==> config.mk <==
export PLATFORM = sky130hd
export DESIGN_NAME = di_edge_interrupt_diagnostics
export DESIGN_NICKNAME = d
export VERILOG_FILES = /design/src/di_irq_pkg.sv /design/src/di_edge_interrupt_diagnostics.sv
export SDC_FILE = /design/constraint.sdc
export NUM_CORES = 1
export LEC_CHECK = 0
export ABC_AREA = 1
export BUFFER_PORTS_ARGS = -buffer_cell sky130_fd_sc_hd__buf_2
export CAP_MARGIN = 20
export CELL_PAD_IN_SITES_DETAIL_PLACEMENT = 1
export CELL_PAD_IN_SITES_GLOBAL_PLACEMENT = 2
export CORE_ASPECT_RATIO = 2
export CORE_MARGIN = 3
export CORE_UTILIZATION = 35
export DETAILED_ROUTE_END_ITERATION = 6
export PLACE_DENSITY = 0.77
export SLEW_MARGIN = 30
export SYNTH_ARGS = -nofsm -noshare
export SYNTH_HDL_FRONTEND = slang
export SYNTH_SLANG_ARGS = --single-unit
==> constraint.sdc <==
create_clock -name clock -period 2.07 [get_ports clock]
set_input_delay 0.207 -clock clock [delete_from_list [all_inputs] [get_ports clock]]
set_output_delay 0.207 -clock clock [all_outputs]
set_load 0.02 [all_outputs]
==> src/di_irq_pkg.sv <==
// constants, types and record layouts of the edge interrupt and diagnostics block
package di_irq_pkg;

	// ==========================================================
	// timing
	localparam int              CLK_PERIOD_NS = 40;
	localparam int              US_NS         = 1000;
	localparam int              US_CYCLES     = US_NS / CLK_PERIOD_NS;
	localparam logic [4:0]      US_LAST       = 5'(US_CYCLES - 1);
	localparam int              CHANNELS      = 4;

	// ==========================================================
	// field positions and fixed record values
	localparam int              SUM_MODULE    = 0;
	localparam int              SUM_EXTERNAL  = 2;
	localparam int              SUM_CHANNEL   = 3;
	localparam int              INT_OVERFLOW  = 3;
	localparam int              INT_IRQ_LOST  = 6;
	localparam logic [7:0]      MODULE_INFO   = 8'h1f;
	localparam logic [7:0]      CHANNEL_KIND  = 8'h70;
	localparam logic [7:0]      BITS_PER_CH   = 8'h00;
	localparam logic [7:0]      CHANNEL_COUNT = 8'h04;
	localparam logic [7:0]      DIAG_IRQ_ENABLE_ON    = 8'h40;
	localparam logic [7:0]      PARAM_RESET   = 8'h00;
	localparam logic [7:0]      BYTE_ZERO     = 8'h00;

	// ==========================================================
	// byte offsets inside the records
	localparam logic [4:0]      DIAG_SUMMARY  = 5'h00;
	localparam logic [4:0]      DIAG_INFO     = 5'h01;
	localparam logic [4:0]      DIAG_RSVD     = 5'h02;
	localparam logic [4:0]      DIAG_INTERNAL = 5'h03;
	localparam logic [4:0]      DIAG_KIND     = 5'h04;
	localparam logic [4:0]      DIAG_DIAG_BITS_PER_CHANNEL   = 5'h05;
	localparam logic [4:0]      DIAG_CHANNEL_COUNT    = 5'h06;
	localparam logic [4:0]      DIAG_EDGE_LOST_FLAGS    = 5'h07;
	localparam logic [4:0]      DIAG_TS0      = 5'h10;
	localparam logic [4:0]      DIAG_TS1      = 5'h11;
	localparam logic [4:0]      DIAG_TS2      = 5'h12;
	localparam logic [4:0]      DIAG_TS3      = 5'h13;
	localparam logic [4:0]      PROC_FLAGS    = 5'h00;
	localparam logic [4:0]      PROC_SNAP     = 5'h01;
	localparam logic [4:0]      PROC_TS0      = 5'h02;
	localparam logic [4:0]      PROC_TS1      = 5'h03;
	localparam logic [1:0]      SEL_DIAG_IRQ_ENABLE   = 2'h0;
	localparam logic [1:0]      SEL_RISE      = 2'h1;
	localparam logic [1:0]      SEL_FALL      = 2'h2;

	// ==========================================================
	// types
	typedef enum logic [1:0] {
		REC_DIAG  = 2'h0,
		REC_PROC  = 2'h1,
		REC_PARAM = 2'h2
	} rec_sel_e;

	typedef enum logic [1:0] {
		DG_IDLE     = 2'b00,
		DG_INCOMING = 2'b01,
		DG_ACTIVE   = 2'b11,
		DG_GOING    = 2'b10
	} diag_state_e;

	typedef struct packed {
		logic       valid;
		logic [1:0] sel;
		logic [7:0] data;
	} param_wr_s;

	typedef struct packed {
		logic [15:0] ts;
		logic [3:0]  snap;
		logic [3:0]  flags;
	} proc_rec_s;

endpackage

==> src/di_edge_interrupt_diagnostics.sv <==
// edge process interrupts, diagnostic record and microsecond ticker of a four channel input module
`timescale 1ns/1ps

//
// Contract
// RQ1 - rising edge mask byte, bits 0..3 enable channel low-to-high interrupts
// RQ2 - falling edge mask byte, bits 0..3 enable channel high-to-low interrupts
// RQ3 - enabled edge raises a process interrupt, never a diagnostic one
// RQ4 - process record byte 0 flags channels that produced the edge
// RQ5 - process record byte 1 holds input levels at interrupt time
// RQ6 - process record ends with low 16 ticker bits latched at interrupt
// RQ7 - 32-bit microsecond ticker from zero at reset, wrapping at maximum
// RQ8 - process data goes out as a message record, host reads it
// RQ9 - diagnostic interrupt only when enabled by parameter
// RQ10 - new diagnostic cause issues incoming interrupt with its record
// RQ11 - going interrupt issued by itself once all causes cleared
// RQ12 - channel events between incoming and going are discarded
// RQ13 - fault indicator on from first incoming to last going
// RQ14 - host reads full record by set 01h, first four by 00h
// RQ15 - fieldbus host reads full record at 2F01h, first four at 2F00h
// RQ16 - diag byte 0: bit0 module failure, bit2 external, bit3 channel
// RQ17 - module info byte: class 1111b digital, bit4 channel info present
// RQ18 - channel error byte bits 0..3 mark lost edges per channel
// RQ19 - diag byte 3 bit 3 on buffer overflow, raising diagnostics
// RQ20 - diag byte 3 bit 6 on lost process interrupt, raising diagnostics
// RQ21 - diag record timestamp holds full ticker latched at diagnostic event
// RQ22 - reserved bits and bytes of all records read as zero
module di_edge_interrupt_diagnostics (
	input  wire logic                  clock,
	input  wire logic                  resetn,
	input  wire logic [3:0]            input_channel,
	input  wire logic                  external_fault,
	input  wire di_irq_pkg::param_wr_s param_wr,
	input  wire logic                  proc_ack,
	input  wire logic                  diag_ack,
	input  wire di_irq_pkg::rec_sel_e  rec_sel,
	input  wire logic [4:0]            rec_byte,
	output logic                       proc_irq_req,
	output di_irq_pkg::proc_rec_s      proc_record,
	output logic                       diag_irq_req,
	output logic                       diag_irq_going,
	output logic                       module_fault_indicator,
	output logic [7:0]                 rec_data
);

	// ==========================================================
	// helpers
	function automatic logic [3:0] edge_hits(input logic [3:0] cur, input logic [3:0] prev,
		input logic [3:0] mask, input logic rising);
		return rising ? (cur & ~prev & mask) : (~cur & prev & mask);
	endfunction

	// ==========================================================
	// microsecond ticker
	logic [4:0]  pre_q, pre_d;
	logic [31:0] tick_q, tick_d;

	// RQ7 prescale and wrap
	always_comb begin
		pre_d  = pre_q + 5'h01;
		tick_d = tick_q;
		if (pre_q == di_irq_pkg::US_LAST) begin
			pre_d  = 5'h00;
			tick_d = tick_q + 32'h0000_0001;
		end
	end

	always_ff @(posedge clock or negedge resetn) begin
		if (!resetn) begin
			pre_q  <= 5'h00;
			tick_q <= 32'h0000_0000;
		end else begin
			pre_q  <= pre_d;
			tick_q <= tick_d;
		end
	end

	// ==========================================================
	// parameters
	logic [7:0] diag_irq_enable_q, diag_irq_enable_d;
	logic [3:0] rise_mask_q, rise_mask_d;
	logic [3:0] fall_mask_q, fall_mask_d;
	logic       diag_enabled;

	// RQ1 RQ2 reserved mask bits are dropped on write
	always_comb begin
		diag_irq_enable_d   = diag_irq_enable_q;
		rise_mask_d = rise_mask_q;
		fall_mask_d = fall_mask_q;
		if (param_wr.valid) begin
			case (param_wr.sel)
				di_irq_pkg::SEL_DIAG_IRQ_ENABLE: begin
					diag_irq_enable_d = param_wr.data;
				end
				di_irq_pkg::SEL_RISE: begin
					rise_mask_d = param_wr.data[3:0];
				end
				di_irq_pkg::SEL_FALL: begin
					fall_mask_d = param_wr.data[3:0];
				end
				default: begin
					diag_irq_enable_d = diag_irq_enable_q;
				end
			endcase
		end
	end

	always_ff @(posedge clock or negedge resetn) begin
		if (!resetn) begin
			diag_irq_enable_q   <= di_irq_pkg::PARAM_RESET;
			rise_mask_q <= di_irq_pkg::PARAM_RESET[3:0];
			fall_mask_q <= di_irq_pkg::PARAM_RESET[3:0];
		end else begin
			diag_irq_enable_q   <= diag_irq_enable_d;
			rise_mask_q <= rise_mask_d;
			fall_mask_q <= fall_mask_d;
		end
	end

	// RQ9 only the documented enable code switches diagnostics on
	assign diag_enabled = (diag_irq_enable_q == di_irq_pkg::DIAG_IRQ_ENABLE_ON);

	// ==========================================================
	// process interrupt
	logic [3:0]            prev_q, prev_d;
	logic                  prev_ok_q, prev_ok_d;
	logic                  pend_q, pend_d;
	di_irq_pkg::proc_rec_s rec_q, rec_d;
	logic [3:0]            lost_q, lost_d;
	logic                  irq_lost_q, irq_lost_d;
	logic                  window;
	logic                  diag_clear;
	logic [3:0]            events;
	logic                  accept;
	logic                  drop;

	// first cycle after reset only primes the edge history
	assign events = prev_ok_q ? (edge_hits(input_channel, prev_q, rise_mask_q, 1'b1)
		| edge_hits(input_channel, prev_q, fall_mask_q, 1'b0)) : 4'h0;
	// RQ12 events inside the diagnostic window are thrown away
	assign accept = (|events) && !window && (!pend_q || proc_ack);
	assign drop   = (|events) && !window && pend_q && !proc_ack;

	// RQ3 RQ4 RQ5 RQ6 capture a new record, set wins over ack
	always_comb begin
		prev_d     = input_channel;
		prev_ok_d  = 1'b1;
		pend_d     = pend_q && !proc_ack;
		rec_d      = rec_q;
		lost_d     = diag_clear ? 4'h0 : lost_q;
		irq_lost_d = irq_lost_q && !diag_clear;
		if (accept) begin
			pend_d     = 1'b1;
			rec_d.flags = events;
			rec_d.snap  = input_channel;
			rec_d.ts    = tick_q[15:0];
		end
		// RQ18 RQ20 previous record still unread, the edge is lost
		if (drop) begin
			lost_d     = lost_d | events;
			irq_lost_d = 1'b1;
		end
	end

	always_ff @(posedge clock or negedge resetn) begin
		if (!resetn) begin
			prev_q     <= 4'h0;
			prev_ok_q  <= 1'b0;
			pend_q     <= 1'b0;
			rec_q      <= '0;
			lost_q     <= 4'h0;
			irq_lost_q <= 1'b0;
		end else begin
			prev_q     <= prev_d;
			prev_ok_q  <= prev_ok_d;
			pend_q     <= pend_d;
			rec_q      <= rec_d;
			lost_q     <= lost_d;
			irq_lost_q <= irq_lost_d;
		end
	end

	assign proc_irq_req = pend_q;
	assign proc_record  = rec_q;

	// ==========================================================
	// diagnostics
	di_irq_pkg::diag_state_e state_q, state_d;
	logic [31:0]             dts_q, dts_d;
	logic                    ovf_q, ovf_d;
	logic                    ext_prev_q;
	logic                    cause;
	logic [7:0]              summary;
	logic [7:0]              internal;

	// RQ16 summary bits 0 and 3 follow the sticky causes, bit 2 the live external fault input
	always_comb begin
		summary = di_irq_pkg::BYTE_ZERO;
		summary[di_irq_pkg::SUM_MODULE]   = ovf_q || irq_lost_q;
		summary[di_irq_pkg::SUM_EXTERNAL] = external_fault;
		summary[di_irq_pkg::SUM_CHANNEL]  = |lost_q;
		internal = di_irq_pkg::BYTE_ZERO;
		internal[di_irq_pkg::INT_OVERFLOW] = ovf_q;
		internal[di_irq_pkg::INT_IRQ_LOST] = irq_lost_q;
	end

	// RQ19 RQ20 overflow and lost interrupt are causes in their own right
	assign cause      = external_fault || ovf_q || irq_lost_q || (|lost_q);
	assign diag_clear = diag_ack && ((state_q == di_irq_pkg::DG_INCOMING) || !diag_enabled);
	assign window     = (state_q != di_irq_pkg::DG_IDLE);

	// RQ10 RQ11 incoming, wait for the causes to go, then going by itself
	always_comb begin
		state_d = state_q;
		dts_d   = dts_q;
		ovf_d   = ovf_q && !diag_clear;
		// RQ19 a new rising edge of external_fault while a notice is still unread overflows the buffer
		if (external_fault && !ext_prev_q && diag_irq_req) begin
			ovf_d = 1'b1;
		end
		case (state_q)
			di_irq_pkg::DG_IDLE: begin
				// RQ9 RQ21 enter only when enabled, stamp the full ticker
				if (diag_enabled && cause) begin
					state_d = di_irq_pkg::DG_INCOMING;
					dts_d   = tick_q;
				end
			end
			di_irq_pkg::DG_INCOMING: begin
				if (diag_ack) begin
					state_d = di_irq_pkg::DG_ACTIVE;
				end
			end
			di_irq_pkg::DG_ACTIVE: begin
				if (!cause) begin
					state_d = di_irq_pkg::DG_GOING;
				end
			end
			di_irq_pkg::DG_GOING: begin
				if (diag_ack) begin
					state_d = di_irq_pkg::DG_IDLE;
				end
			end
			default: begin
				state_d = di_irq_pkg::DG_IDLE;
			end
		endcase
	end

	always_ff @(posedge clock or negedge resetn) begin
		if (!resetn) begin
			state_q    <= di_irq_pkg::DG_IDLE;
			dts_q      <= 32'h0000_0000;
			ovf_q      <= 1'b0;
			ext_prev_q <= 1'b0;
		end else begin
			state_q    <= state_d;
			dts_q      <= dts_d;
			ovf_q      <= ovf_d;
			ext_prev_q <= external_fault;
		end
	end

	assign diag_irq_req   = (state_q == di_irq_pkg::DG_INCOMING) || (state_q == di_irq_pkg::DG_GOING);
	assign diag_irq_going = (state_q == di_irq_pkg::DG_GOING);
	// RQ13 indicator spans the whole window
	assign module_fault_indicator = window;

	// ==========================================================
	// record read port
	logic [7:0] rd_d, rd_q;

	// RQ8 RQ17 RQ22 byte mux, unlisted and reserved bytes read zero
	always_comb begin
		rd_d = di_irq_pkg::BYTE_ZERO;
		case (rec_sel)
			di_irq_pkg::REC_DIAG: begin
				case (rec_byte)
					di_irq_pkg::DIAG_SUMMARY:  rd_d = summary;
					di_irq_pkg::DIAG_INFO:     rd_d = di_irq_pkg::MODULE_INFO;
					di_irq_pkg::DIAG_INTERNAL: rd_d = internal;
					di_irq_pkg::DIAG_KIND:     rd_d = di_irq_pkg::CHANNEL_KIND;
					di_irq_pkg::DIAG_DIAG_BITS_PER_CHANNEL:   rd_d = di_irq_pkg::BITS_PER_CH;
					di_irq_pkg::DIAG_CHANNEL_COUNT:    rd_d = di_irq_pkg::CHANNEL_COUNT;
					di_irq_pkg::DIAG_EDGE_LOST_FLAGS:    rd_d = {4'h0, lost_q};
					di_irq_pkg::DIAG_TS0:      rd_d = dts_q[7:0];
					di_irq_pkg::DIAG_TS1:      rd_d = dts_q[15:8];
					di_irq_pkg::DIAG_TS2:      rd_d = dts_q[23:16];
					di_irq_pkg::DIAG_TS3:      rd_d = dts_q[31:24];
					default:                   rd_d = di_irq_pkg::BYTE_ZERO;
				endcase
			end
			di_irq_pkg::REC_PROC: begin
				case (rec_byte)
					di_irq_pkg::PROC_FLAGS: rd_d = {4'h0, rec_q.flags};
					di_irq_pkg::PROC_SNAP:  rd_d = {4'h0, rec_q.snap};
					di_irq_pkg::PROC_TS0:   rd_d = rec_q.ts[7:0];
					di_irq_pkg::PROC_TS1:   rd_d = rec_q.ts[15:8];
					default:                rd_d = di_irq_pkg::BYTE_ZERO;
				endcase
			end
			di_irq_pkg::REC_PARAM: begin
				case (rec_byte)
					5'(di_irq_pkg::SEL_DIAG_IRQ_ENABLE): rd_d = diag_irq_enable_q;
					5'(di_irq_pkg::SEL_RISE):    rd_d = {4'h0, rise_mask_q};
					5'(di_irq_pkg::SEL_FALL):    rd_d = {4'h0, fall_mask_q};
					default:                     rd_d = di_irq_pkg::BYTE_ZERO;
				endcase
			end
			default: begin
				rd_d = di_irq_pkg::BYTE_ZERO;
			end
		endcase
	end

	always_ff @(posedge clock or negedge resetn) begin
		if (!resetn) begin
			rd_q <= di_irq_pkg::BYTE_ZERO;
		end else begin
			rd_q <= rd_d;
		end
	end

	assign rec_data = rd_q;

	// ==========================================================
	// checks
	chk_rise_raise: assert property (@(posedge clock) disable iff (!resetn) // RQ1
		(prev_ok_q && !window && !pend_q && ((input_channel & ~prev_q & rise_mask_q) != 4'h0))
		|=> (proc_irq_req && ((proc_record.flags & $past(rise_mask_q)) != 4'h0)))
		else $error("enabled rising edge gave no process interrupt");
	chk_fall_raise: assert property (@(posedge clock) disable iff (!resetn) // RQ2
		(prev_ok_q && !window && !pend_q && ((~input_channel & prev_q & fall_mask_q) != 4'h0))
		|=> proc_irq_req)
		else $error("enabled falling edge gave no process interrupt");
	chk_edge_not_diag: assert property (@(posedge clock) disable iff (!resetn) // RQ3
		(accept && state_q == di_irq_pkg::DG_IDLE && !cause) |=> !diag_irq_req)
		else $error("edge raised a diagnostic interrupt");
	chk_flags_snap: assert property (@(posedge clock) disable iff (!resetn) // RQ5
		accept |=> (proc_record.snap == $past(input_channel) && proc_record.flags == $past(events)))
		else $error("process record flags or snapshot wrong");
	chk_proc_stamp: assert property (@(posedge clock) disable iff (!resetn) // RQ6
		accept |=> proc_record.ts == $past(tick_q[15:0]))
		else $error("process timestamp not latched");
	chk_tick_step: assert property (@(posedge clock) disable iff (!resetn) // RQ7
		(pre_q == di_irq_pkg::US_LAST) |=> (tick_q == $past(tick_q) + 32'h0000_0001) ##1 $stable(tick_q))
		else $error("ticker did not step once per microsecond");
	chk_diag_gate: assert property (@(posedge clock) disable iff (!resetn) // RQ9
		(!diag_enabled && state_q == di_irq_pkg::DG_IDLE) |=> !diag_irq_req)
		else $error("diagnostic interrupt while disabled");
	chk_incoming: assert property (@(posedge clock) disable iff (!resetn) // RQ10
		(state_q == di_irq_pkg::DG_IDLE && diag_enabled && cause) |=> (diag_irq_req && !diag_irq_going))
		else $error("cause gave no incoming interrupt");
	chk_going_auto: assert property (@(posedge clock) disable iff (!resetn) // RQ11
		(state_q == di_irq_pkg::DG_ACTIVE && !cause) |=> (diag_irq_req && diag_irq_going))
		else $error("no automatic going interrupt");
	chk_window_drop: assert property (@(posedge clock) disable iff (!resetn) // RQ12
		(window && !proc_ack && !diag_clear) |=> ($stable(proc_record) && $stable(lost_q)))
		else $error("channel event stored inside diagnostic window");
	chk_fault_led: assert property (@(posedge clock) disable iff (!resetn) // RQ13
		$rose(diag_irq_req) && !diag_irq_going |-> module_fault_indicator throughout
		(state_q != di_irq_pkg::DG_IDLE))
		else $error("fault indicator off inside window");
	chk_lost_edge: assert property (@(posedge clock) disable iff (!resetn) // RQ18
		drop |=> (((lost_q & $past(events)) == $past(events)) && irq_lost_q && proc_record == $past(rec_q)))
		else $error("lost edge not flagged");
	chk_summary: assert property (@(posedge clock) disable iff (!resetn) // RQ16
		(rec_sel == di_irq_pkg::REC_DIAG && rec_byte == di_irq_pkg::DIAG_SUMMARY)
		|=> (rec_data[7:4] == 4'h0 && !rec_data[1] && rec_data[3] == $past(|lost_q)))
		else $error("summary byte wrong");
	chk_info_byte: assert property (@(posedge clock) disable iff (!resetn) // RQ17
		(rec_sel == di_irq_pkg::REC_DIAG && rec_byte == di_irq_pkg::DIAG_INFO) |=> rec_data == di_irq_pkg::MODULE_INFO)
		else $error("module info byte wrong");
	chk_overflow: assert property (@(posedge clock) disable iff (!resetn) // RQ19
		($rose(external_fault) && diag_irq_req && !diag_clear) |=> ovf_q)
		else $error("overflow not flagged");
	chk_diag_stamp: assert property (@(posedge clock) disable iff (!resetn) // RQ21
		(state_q == di_irq_pkg::DG_IDLE && diag_enabled && cause) |=> dts_q == $past(tick_q))
		else $error("diagnostic timestamp not latched");
	chk_rsvd_zero: assert property (@(posedge clock) disable iff (!resetn) // RQ22
		(rec_sel == di_irq_pkg::REC_PROC && rec_byte == di_irq_pkg::PROC_FLAGS) |=> rec_data[7:4] == 4'h0)
		else $error("reserved bits not zero");

endmodule

[Word level (Yosys, flattened, before mapping)]
Index checks and enable logic that the tools add are counted.
Widths: inputs -> output; s select.
Word-level totals
  bits in registers: 132
  output and inout bits: 36
  logic and storage cells: 103
Operators by class
  add/subtract/negate cells: 2
  eq/ne operators: 23
  mux-type cells: 16
  bitwise gates (word level): 8
  reduce and logical (&&, ||, !) cells: 36
Operator list (count)
  $pmux 8 s10: 1
  $pmux 8 s3: 2
  $add 32x1->32 const B: 1
  $pmux 8 s4: 1
  $eq 5x5->1 const B: 5
  $and 4x4->4: 4
  $eq 5x3->1 const B: 3
  $mux 4: 3
  $logic_and 1x1->1: 11
  $eq 5x2->1 const B: 2
  $eq 2x2->1 const B: 4
  $eq 8x7->1 const B: 1
  $mux 2: 4
  $ne 2x2->1 const B: 4
  $not 4->4: 2
  $or 4x4->4: 2
  $pmux 2 s4: 1
  $reduce_and 2->1: 4
  $reduce_or 4->1: 2
  $logic_or 1x1->1: 7
  $eq 2x1->1 const B: 3
  $logic_not 1->1: 6
  $logic_not 2->1: 3
  $add 5x1->5 const B: 1
  6 further kinds: 8

[Depth between registers and ports, before layout]
Gate-level depths: netlist (run 1).
  word-level depth: 10
  gate-level depth with buffers: 11

[Worst setup path before layout (run 1)]
No wires, ideal clock.
  kind: reg-to-reg
  start point: register pre_q[0]
  end point: register tick_q[20]
  setup time: 0.121 ns
  arrival time: 1.395 ns
  data required time: 1.949 ns
  setup slack: 0.553 ns
  cell stages (with the launch flop): 10
  path buffers: 1
  period minus slack after synthesis: 1.517 ns
  cells stage by stage: dfrtp_1 > inv_1 > ha_1 > nand4_4 > inv_2 > buf_6 > nand2_2 > nor2_4 > nand2_1 > xor2_1
On the way
  longest elaborated chain between the ends: 1
Ends and longest elaborated chain
  start: declaration: line di_edge_interrupt_diagnostics.sv:55  | logic [4:0] pre_q, pre_d;
  start signal: assignment: line di_edge_interrupt_diagnostics.sv:73  | pre_q <= pre_d;
  $eq 5x5->1: line di_edge_interrupt_diagnostics.sv:62  | if (pre_q == di_irq_pkg::US_LAST) begin
  end signal: assignment: line di_edge_interrupt_diagnostics.sv:74  | tick_q <= tick_d;
  end: declaration: line di_edge_interrupt_diagnostics.sv:56  | logic [31:0] tick_q, tick_d;
Every way passes these cells.
A chain may end at the register's enable or synchronous reset.

[Final worst setup path (run 1)]
  start point: register state_q[0]
  end point: output module_fault_indicator
On the way
  longest elaborated chain between the ends: 1
Ends and longest elaborated chain
  start: declaration: line di_edge_interrupt_diagnostics.sv:188  | di_irq_pkg::diag_state_e state_q, state_d;
  start signal: assignment: line di_edge_interrupt_diagnostics.sv:252  | state_q <= di_irq_pkg::DG_IDLE;
  start signal: assignment: line di_edge_interrupt_diagnostics.sv:257  | state_q <= state_d;
  $reduce_bool 2->1: line di_edge_interrupt_diagnostics.sv:210  | assign window = (state_q != di_irq_pkg::DG_IDLE);
  end: declaration: line di_edge_interrupt_diagnostics.sv:42  | output logic module_fault_indicator,
Every way passes these cells.

==> run_results.csv, run 1 <==
group,metric,value,unit
run_status,status,"finished, final reports clean",
yosys,synth_mux_area_frac,0.00498,
clock_tree,htreeDepth,4,
flow_run,drv_cap,0,
sta,final_max_slew_viol_count,0,
global_route,gr-usage-met3,0.0423,
clock_tree,numCtsBuffers,17,
yosys,synth_top_area_share,0.487,
floorplanning,pin_count,63,
global_route,grt_pass1_wl,36.2,mm
clock_tree,cts.sink_count,132,
floorplanning,die-area,21200,µm²
route,first_iter_violations,241,
yosys,yosysTopAreaCell,"dfrtp_1",
clock_tree,cts_root_buf,"clkbuf_16",
power,vdd_drop_max,0.389,mV
global_route,met2_usage,0.460,
clock_tree,post_cts_buffers,0,
sta,hold-worst-slack,17.8,ps
layout,final_layout_size_suffix_gt1_frac,0.141,
route,antenna_left,0,
setup_path,reg2reg_slack,290,ps
yosys,netlist_instances,898,
placement,hpwl,18.4,mm
layout,diodes,0,
sta,setup_viol,0,
yosys,synthFlopType,"dfrtp_1",
global_route,grt_max_degree,65,
yosys,synth-async-reset-ratio,1.00,
route,routed_wl,23.0,mm
global_route,antenna_found_initial,0,
global_route,top_usage_layer,"met2",
placement,dpl_cell_area,7470,µm²
sta,worst_pin_slew,595,ps
setup_path,worstPathRequired,1860,ps
placement,placed_cells,1207,
global_route,grtUsageTotal,0.228,
setup_path,cp.arrival,1640,ps
setup_path,critical_path_class,"flip-flop to output port",
yosys,postSynthAreaPerCell,7.56,µm²
yosys,synth_compound_area_frac,0.0509,
global_route,met1_usage,0.208,
yosys,syn_area,6790,µm²
yosys,synth_area_leaders,"dfrtp_1, nand2_1, inv_1",
clock_tree,insertion_delay,430,ps
yosys,synth_nets,932,
power,total_power,7.48,mW
floorplanning,die_w,104,µm
setup_path,crit_path_start_kind,"flip-flop",
placement,portBuffers,62,
layout,finish.utilization,0.433,
yosys,yosysWarnings,0,
clock_tree,cts.path.max_buffers,2,
clock_tree,clkTransAtPathRegs,50,ps
yosys,synth_seq_cells,132,
yosys,yosysUniqueCellTypes,30,
layout,final_nets,1013,
clock_tree,cts_tree,"yes",
route,drtPass1Iterations,4,
floorplanning,num_rows,71,
yosys,synth_top_family_by_area,"simple AND/OR/NAND/NOR gates",
sta,finClkSkew,6.84,ps
sta,finalCritPeriodShare,0.894,
route,vias,6018,
yosys,yosysMostFrequentCell,"nand2_1",
layout,fin_cells,1247,
power,p_per_area,913,nW/µm²
layout,fin_area,8190,µm²
sta,slew_headroom,0.602,
sta,rsz0062_at_grt,"false",
placement,place_congestion,0.847,
placement,dp_slack,308,ps
yosys,synth_xor_area_frac,0.0297,
floorplanning,start_util,0.359,
sta,fin_tns_setup,0,ps
power,p_leak,4.22,nW
yosys,netlist_top_cells_count,"nand2_1, dfrtp_1, inv_1",
route,routedWlPerCell,18.4,µm
global_route,grt_pass1_vias,6556,
yosys,synth_edf_count,0,
floorplanning,core_region_area,18900,µm²
setup_path,critPathMaxFanout,7,
sta,fin_crit,1850,ps
min_path,hp-class,"input port to flip-flop",
route,drc,0,
floorplanning,die_h,203,µm
global_route,grt_overflow,0,
yosys,synthAdderAreaFrac,0.0129,
yosys,seq_area_frac_synth,0.487,
yosys,synth_simple_gate_area_frac,0.338,
setup_path,endpoint_kind,"output port",
sta,setup_ws,220,ps
route,viasPerCell,4.83,
sta,final_hold_viol_count,0,
layout,synthToLayoutAreaGrowth,20.7,%
sta,fmax,0.540,GHz
[registers in the layout (all words and copies together) (netlist names)]
signal,count
diag_irq_enable_q,8
dts_q,32
ext_prev_q,1
fall_mask_q,4
irq_lost_q,1
lost_q,4
ovf_q,1
pre_q,5
prev_ok_q,1
prev_q,4
proc_irq_req,1
proc_record,24
rec_data,8
rise_mask_q,4
state_q,2
tick_q,32
[cell families after synthesis]
kind of cell	Yosys count
AND/OR/NAND/NOR	534
flip-flops	132
buffers and inverters	130
AO/OA/AOI/OAI	68
XOR/XNOR	23
adder cells (fa/ha/maj)	7
multiplexers	3
other	1
[where the power goes]
group	leakage, nW	internal [mW]	switching, mW
logic	2.13	0.380	0.842
registers	1.77	2.77	0.201
clock network	0.317	2.14	1.14
[routing by layer]
layer / up-vias / part of all wire
met5: - / 0
met4: 0 / 0.048
met3: 48 / 0.025
met2: 107 / 0.59
met1: 2893 / 0.34
li1: 2970 / -
[area by class of cell]
type | instances | area, µm²
clock buffers | 23 | 488
clock inverters | 9 | 149
fillers | 2393 | 10700
inverters | 107 | 402
multi-input cells | 636 | 2970
flip-flops and latches | 132 | 3300
well taps | 255 | 319
repair buffers | 85 | 559
[cells in the final DEF (no fill, tap or decap)]
cell type,netlist,routed
nand2_1,334,334
dfrtp_1,132,132
inv_1,103,103
nor2_1,83,83
buf_2,7,61
o21ai_0,49,49
nand3_1,47,47
nand4_1,38,38
xor2_1,22,22
clkbuf_16,0,17
nor2_2,11,11
buf_4,3,11
a21oi_1,10,10
dlygate4sd3_1,0,8
o21ai_1,7,7
ha_1,7,7
nor2_4,5,5
nand2_2,5,5
nor3_1,5,5
inv_2,4,4
clkinv_2,0,4
bufinv_16,0,4
clkbuf_8,0,4
buf_12,0,4
mux2_2,3,3
nand3_2,2,2
clkbuf_1,12,2
a21boi_0,1,1
nor3b_1,1,1
o211ai_1,1,1
nand4_4,1,1
xnor2_1,1,1
nor3_2,1,1
nor3_4,1,1
clkinv_4,0,1
buf_6,1,1
conb_1,1,1
[final timing paths]
check,cells past startpoint,start,end
worst max-delay path,4,state_q[0]$_DFFE_PN0P_,module_fault_indicator
worst min-delay path,2,param_wr[7],diag_irq_enable_q[7]$_DFFE_PN0P_
worst max register to register,5,tick_q[4]$_DFFE_PN0N_,tick_q[11]$_DFFE_PN0N_
worst min register to register,2,dts_q[26]$_DFFE_PN0P_,dts_q[26]$_DFFE_PN0P_
max in group asynchronous,3,resetn,dts_q[24]$_DFFE_PN0P_
min in group asynchronous,2,resetn,prev_ok_q$_DFF_PN0_
[what timing repair did]
action                                 4_1_cts  5_1_grt
gates resized for setup                      0        0
hold buffers                                 8        0
setup endpoints to repair                    0        0
endpoints found under the hold margin       49        0
[worst max-delay path, cell delays in order (launching register included)]
cell     delay (ps)
dfrtp_1         420
inv_1           100
ha_1            420
inv_1           100
buf_2           180
Power figures use the tool's default switching activity.
==> inputs of run 2 (changes only) <==
--- a/config.mk
+++ b/config.mk
@@ -8,14 +8,12 @@
 export ABC_AREA = 1
 export BUFFER_PORTS_ARGS = -buffer_cell sky130_fd_sc_hd__buf_2
 export CAP_MARGIN = 20
-export CELL_PAD_IN_SITES_DETAIL_PLACEMENT = 1
-export CELL_PAD_IN_SITES_GLOBAL_PLACEMENT = 2
 export CORE_ASPECT_RATIO = 2
 export CORE_MARGIN = 3
-export CORE_UTILIZATION = 35
+export CORE_UTILIZATION = 55
 export DETAILED_ROUTE_END_ITERATION = 6
-export PLACE_DENSITY = 0.77
-export SLEW_MARGIN = 30
+export PLACE_DENSITY = 0.72
+export SLEW_MARGIN = 20
 export SYNTH_ARGS = -nofsm -noshare
 export SYNTH_HDL_FRONTEND = slang
 export SYNTH_SLANG_ARGS = --single-unit
==> run_results.csv, run 2 (synthesis results as in run 1) <==
group,metric,value,unit
sta,rsz0062_at_grt,"false",
power,p_leak,4.16,nW
clock_tree,cts_root_buf,"clkbuf_16",
clock_tree,numCtsBuffers,17,
layout,final_cell_mix,"nand2_1, dfrtp_1, inv_1, nor2_1, buf_2",
layout,synthToLayoutAreaGrowth,17.2,%
clock_tree,clkTransAtPathRegs,60,ps
floorplanning,die-area,13800,µm²
sta,finalCritPeriodShare,0.869,
global_route,grt_max_degree,65,
sta,fin_tns_setup,0,ps
setup_path,endpoint,"module_fault_indicator",
layout,fin_area,7950,µm²
power,power_frac_clock,0.428,
sta,fin_crit,1800,ps
global_route,grt_pass1_vias,6195,
run_status,status,"finished, final reports clean",
global_route,antenna_found_initial,0,
layout,final_nets,1007,
route,routedWlPerCell,17.3,µm
placement,placed_cells,1093,
sta,final_hold_viol_count,0,
global_route,grtUsageTotal,0.301,
global_route,grt_pass1_wl,31.5,mm
setup_path,reg2reg_slack,350,ps
setup_path,critPathLaunch,"state_q[0]$_DFFE_PN0P_",
global_route,grt_overflow,0,
route,routed_wl,19.6,mm
setup_path,reg2reg_depth,7,
power,p_sw,2.20,mW
route,drc,0,
placement,hpwl,15.0,mm
floorplanning,start_util,0.570,
setup_path,critPathMostFrequentCell,"inv_1",
sta,setup_viol,0,
floorplanning,pin_count,63,
layout,diodes,0,
power,vdd_drop_max,0.620,mV
setup_path,critPathMaxFanout,16,
placement,place_congestion,0.973,
sta,fmax,0.556,GHz
sta,slew_headroom,0.635,
layout,fin_cells,1130,
setup_path,r2r-end,"dts_q[25]$_DFFE_PN0P_",
clock_tree,htreeDepth,4,
setup_path,max_stage_delay,410,ps
layout,mostFrequentLayoutCell,"nand2_1",
power,p_per_area,920,nW/µm²
power,p_seq_frac,0.410,
route,drtPass1Iterations,5,
setup_path,critical_path_class,"flip-flop to output port",
setup_path,worstPathRequired,1860,ps
floorplanning,die_w,84.5,µm
setup_path,r2r_start,"diag_irq_enable_q[2]$_DFFE_PN0P_",
sta,final_max_slew_viol_count,0,
power,combPwrFrac,0.162,
clock_tree,cts.sink_count,132,
flow_run,drv_cap,0,
floorplanning,die_h,163,µm
clock_tree,cts.path.max_buffers,2,
clock_tree,cts_tree,"yes",
route,viasPerCell,5.32,
power,switching_share,0.301,
sta,finClkSkew,6.95,ps
route,vias,6017,
setup_path,slowest_stage,"dfrtp_1",
clock_tree,insertion_delay,420,ps
layout,num-fill-cells,1066,
placement,portBuffers,62,
min_path,hp-class,"input port to flip-flop",
route,antenna_left,0,
setup_path,crit_chain,"inv_1 -> ha_1 -> buf_4 -> inv_1 -> buf_2",
setup_path,endpoint_kind,"output port",
route,first_iter_violations,354,
floorplanning,core_region_area,11900,µm²
sta,hold-worst-slack,13.7,ps
floorplanning,num_rows,56,
power,intPower,5.12,mW
setup_path,crit_path_start_kind,"flip-flop",
setup_path,cp.arrival,1590,ps
layout,final_layout_size_suffix_gt1_frac,0.139,
clock_tree,cts_resized,0,
sta,worst_pin_slew,546,ps
placement,dpl_cell_area,7280,µm²
-- run 2: changes by cell type in the layout (fill, tap and decap cells not counted), sizes merged --
cell,previous run,this run
dlygate4sd3,8,6
clkinvlp,0,2
bufinv,4,3
inv,107,108
clkbuf,23,20
buf,77,73
-- run 2: critical path: cells and delay by family (launching register included) --
family,cells,cell delay (ps)
fa+ha+maj,1,190
buf+inv,4,580
flops,1,410
-- run 2: worst min-delay path by stage --
| stage | startpoint | to | cells after the start |
|---|---|---|---|
| after floorplan | resetn | diag_irq_enable_q[0]$_DFFE_PN0P_ | 0 |
| after global placement | resetn | prev_q[2]$_DFF_PN0_ | 1 |
| after detailed placement | resetn | prev_q[2]$_DFF_PN0_ | 1 |
| after CTS | param_wr[4] | diag_irq_enable_q[4]$_DFFE_PN0P_ | 2 |
| after global routing | param_wr[4] | diag_irq_enable_q[4]$_DFFE_PN0P_ | 2 |
| final | param_wr[4] | diag_irq_enable_q[4]$_DFFE_PN0P_ | 2 |
-- run 2: power groups by stage --
stage / clock, mW / combinational (mW) / sequential, mW
3_5_place_dp: 0 / 1.17 / 3.03
5_1_grt: 3.27 / 1.32 / 3.01
2_1_floorplan: 0 / 0.642 / 3.05
3_3_place_gp: 0 / 1.15 / 3.03
6_report: 3.13 / 1.19 / 3.00
4_1_cts: 3.16 / 1.19 / 2.99
-- run 2: final cells by class --
type / count / area, µm² / share of cell area
inverter: 107 / 402 / 0.0505
multi-input combinational: 636 / 2970 / 0.373
timing repair buffer: 79 / 484 / 0.0609
sequential: 132 / 3300 / 0.415
clock buffer: 20 / 467 / 0.0587
clock inverter: 11 / 150 / 0.0189
tap: 145 / 181 / 0.0228
-- run 2: routing by layer --
layer	wire length [µm]	share of wire	global-route usage
met1	6710	0.34	0.298
met2	10800	0.55	0.562
met3	666	0.034	0.0454
met4	1410	0.072	0.198
met5	0	0	0
-- run 2: repair_timing --
item | in CTS | in global routing
endpoints found under the hold margin | 54 | 0
hold buffers | 6 | 0
setup buffers | 0 | 0
-- run 2: stage by stage --
stage / total power [mW] / utilization / worst slack (ps)
after global routing: 7.60 / 0.668 / 178
after CTS: 7.34 / 0.668 / 277
after global placement: 4.19 / 0.611 / 420
final: 7.32 / 0.668 / 271
after detailed placement: 4.20 / 0.611 / 388
after floorplan: 3.69 / - / 553
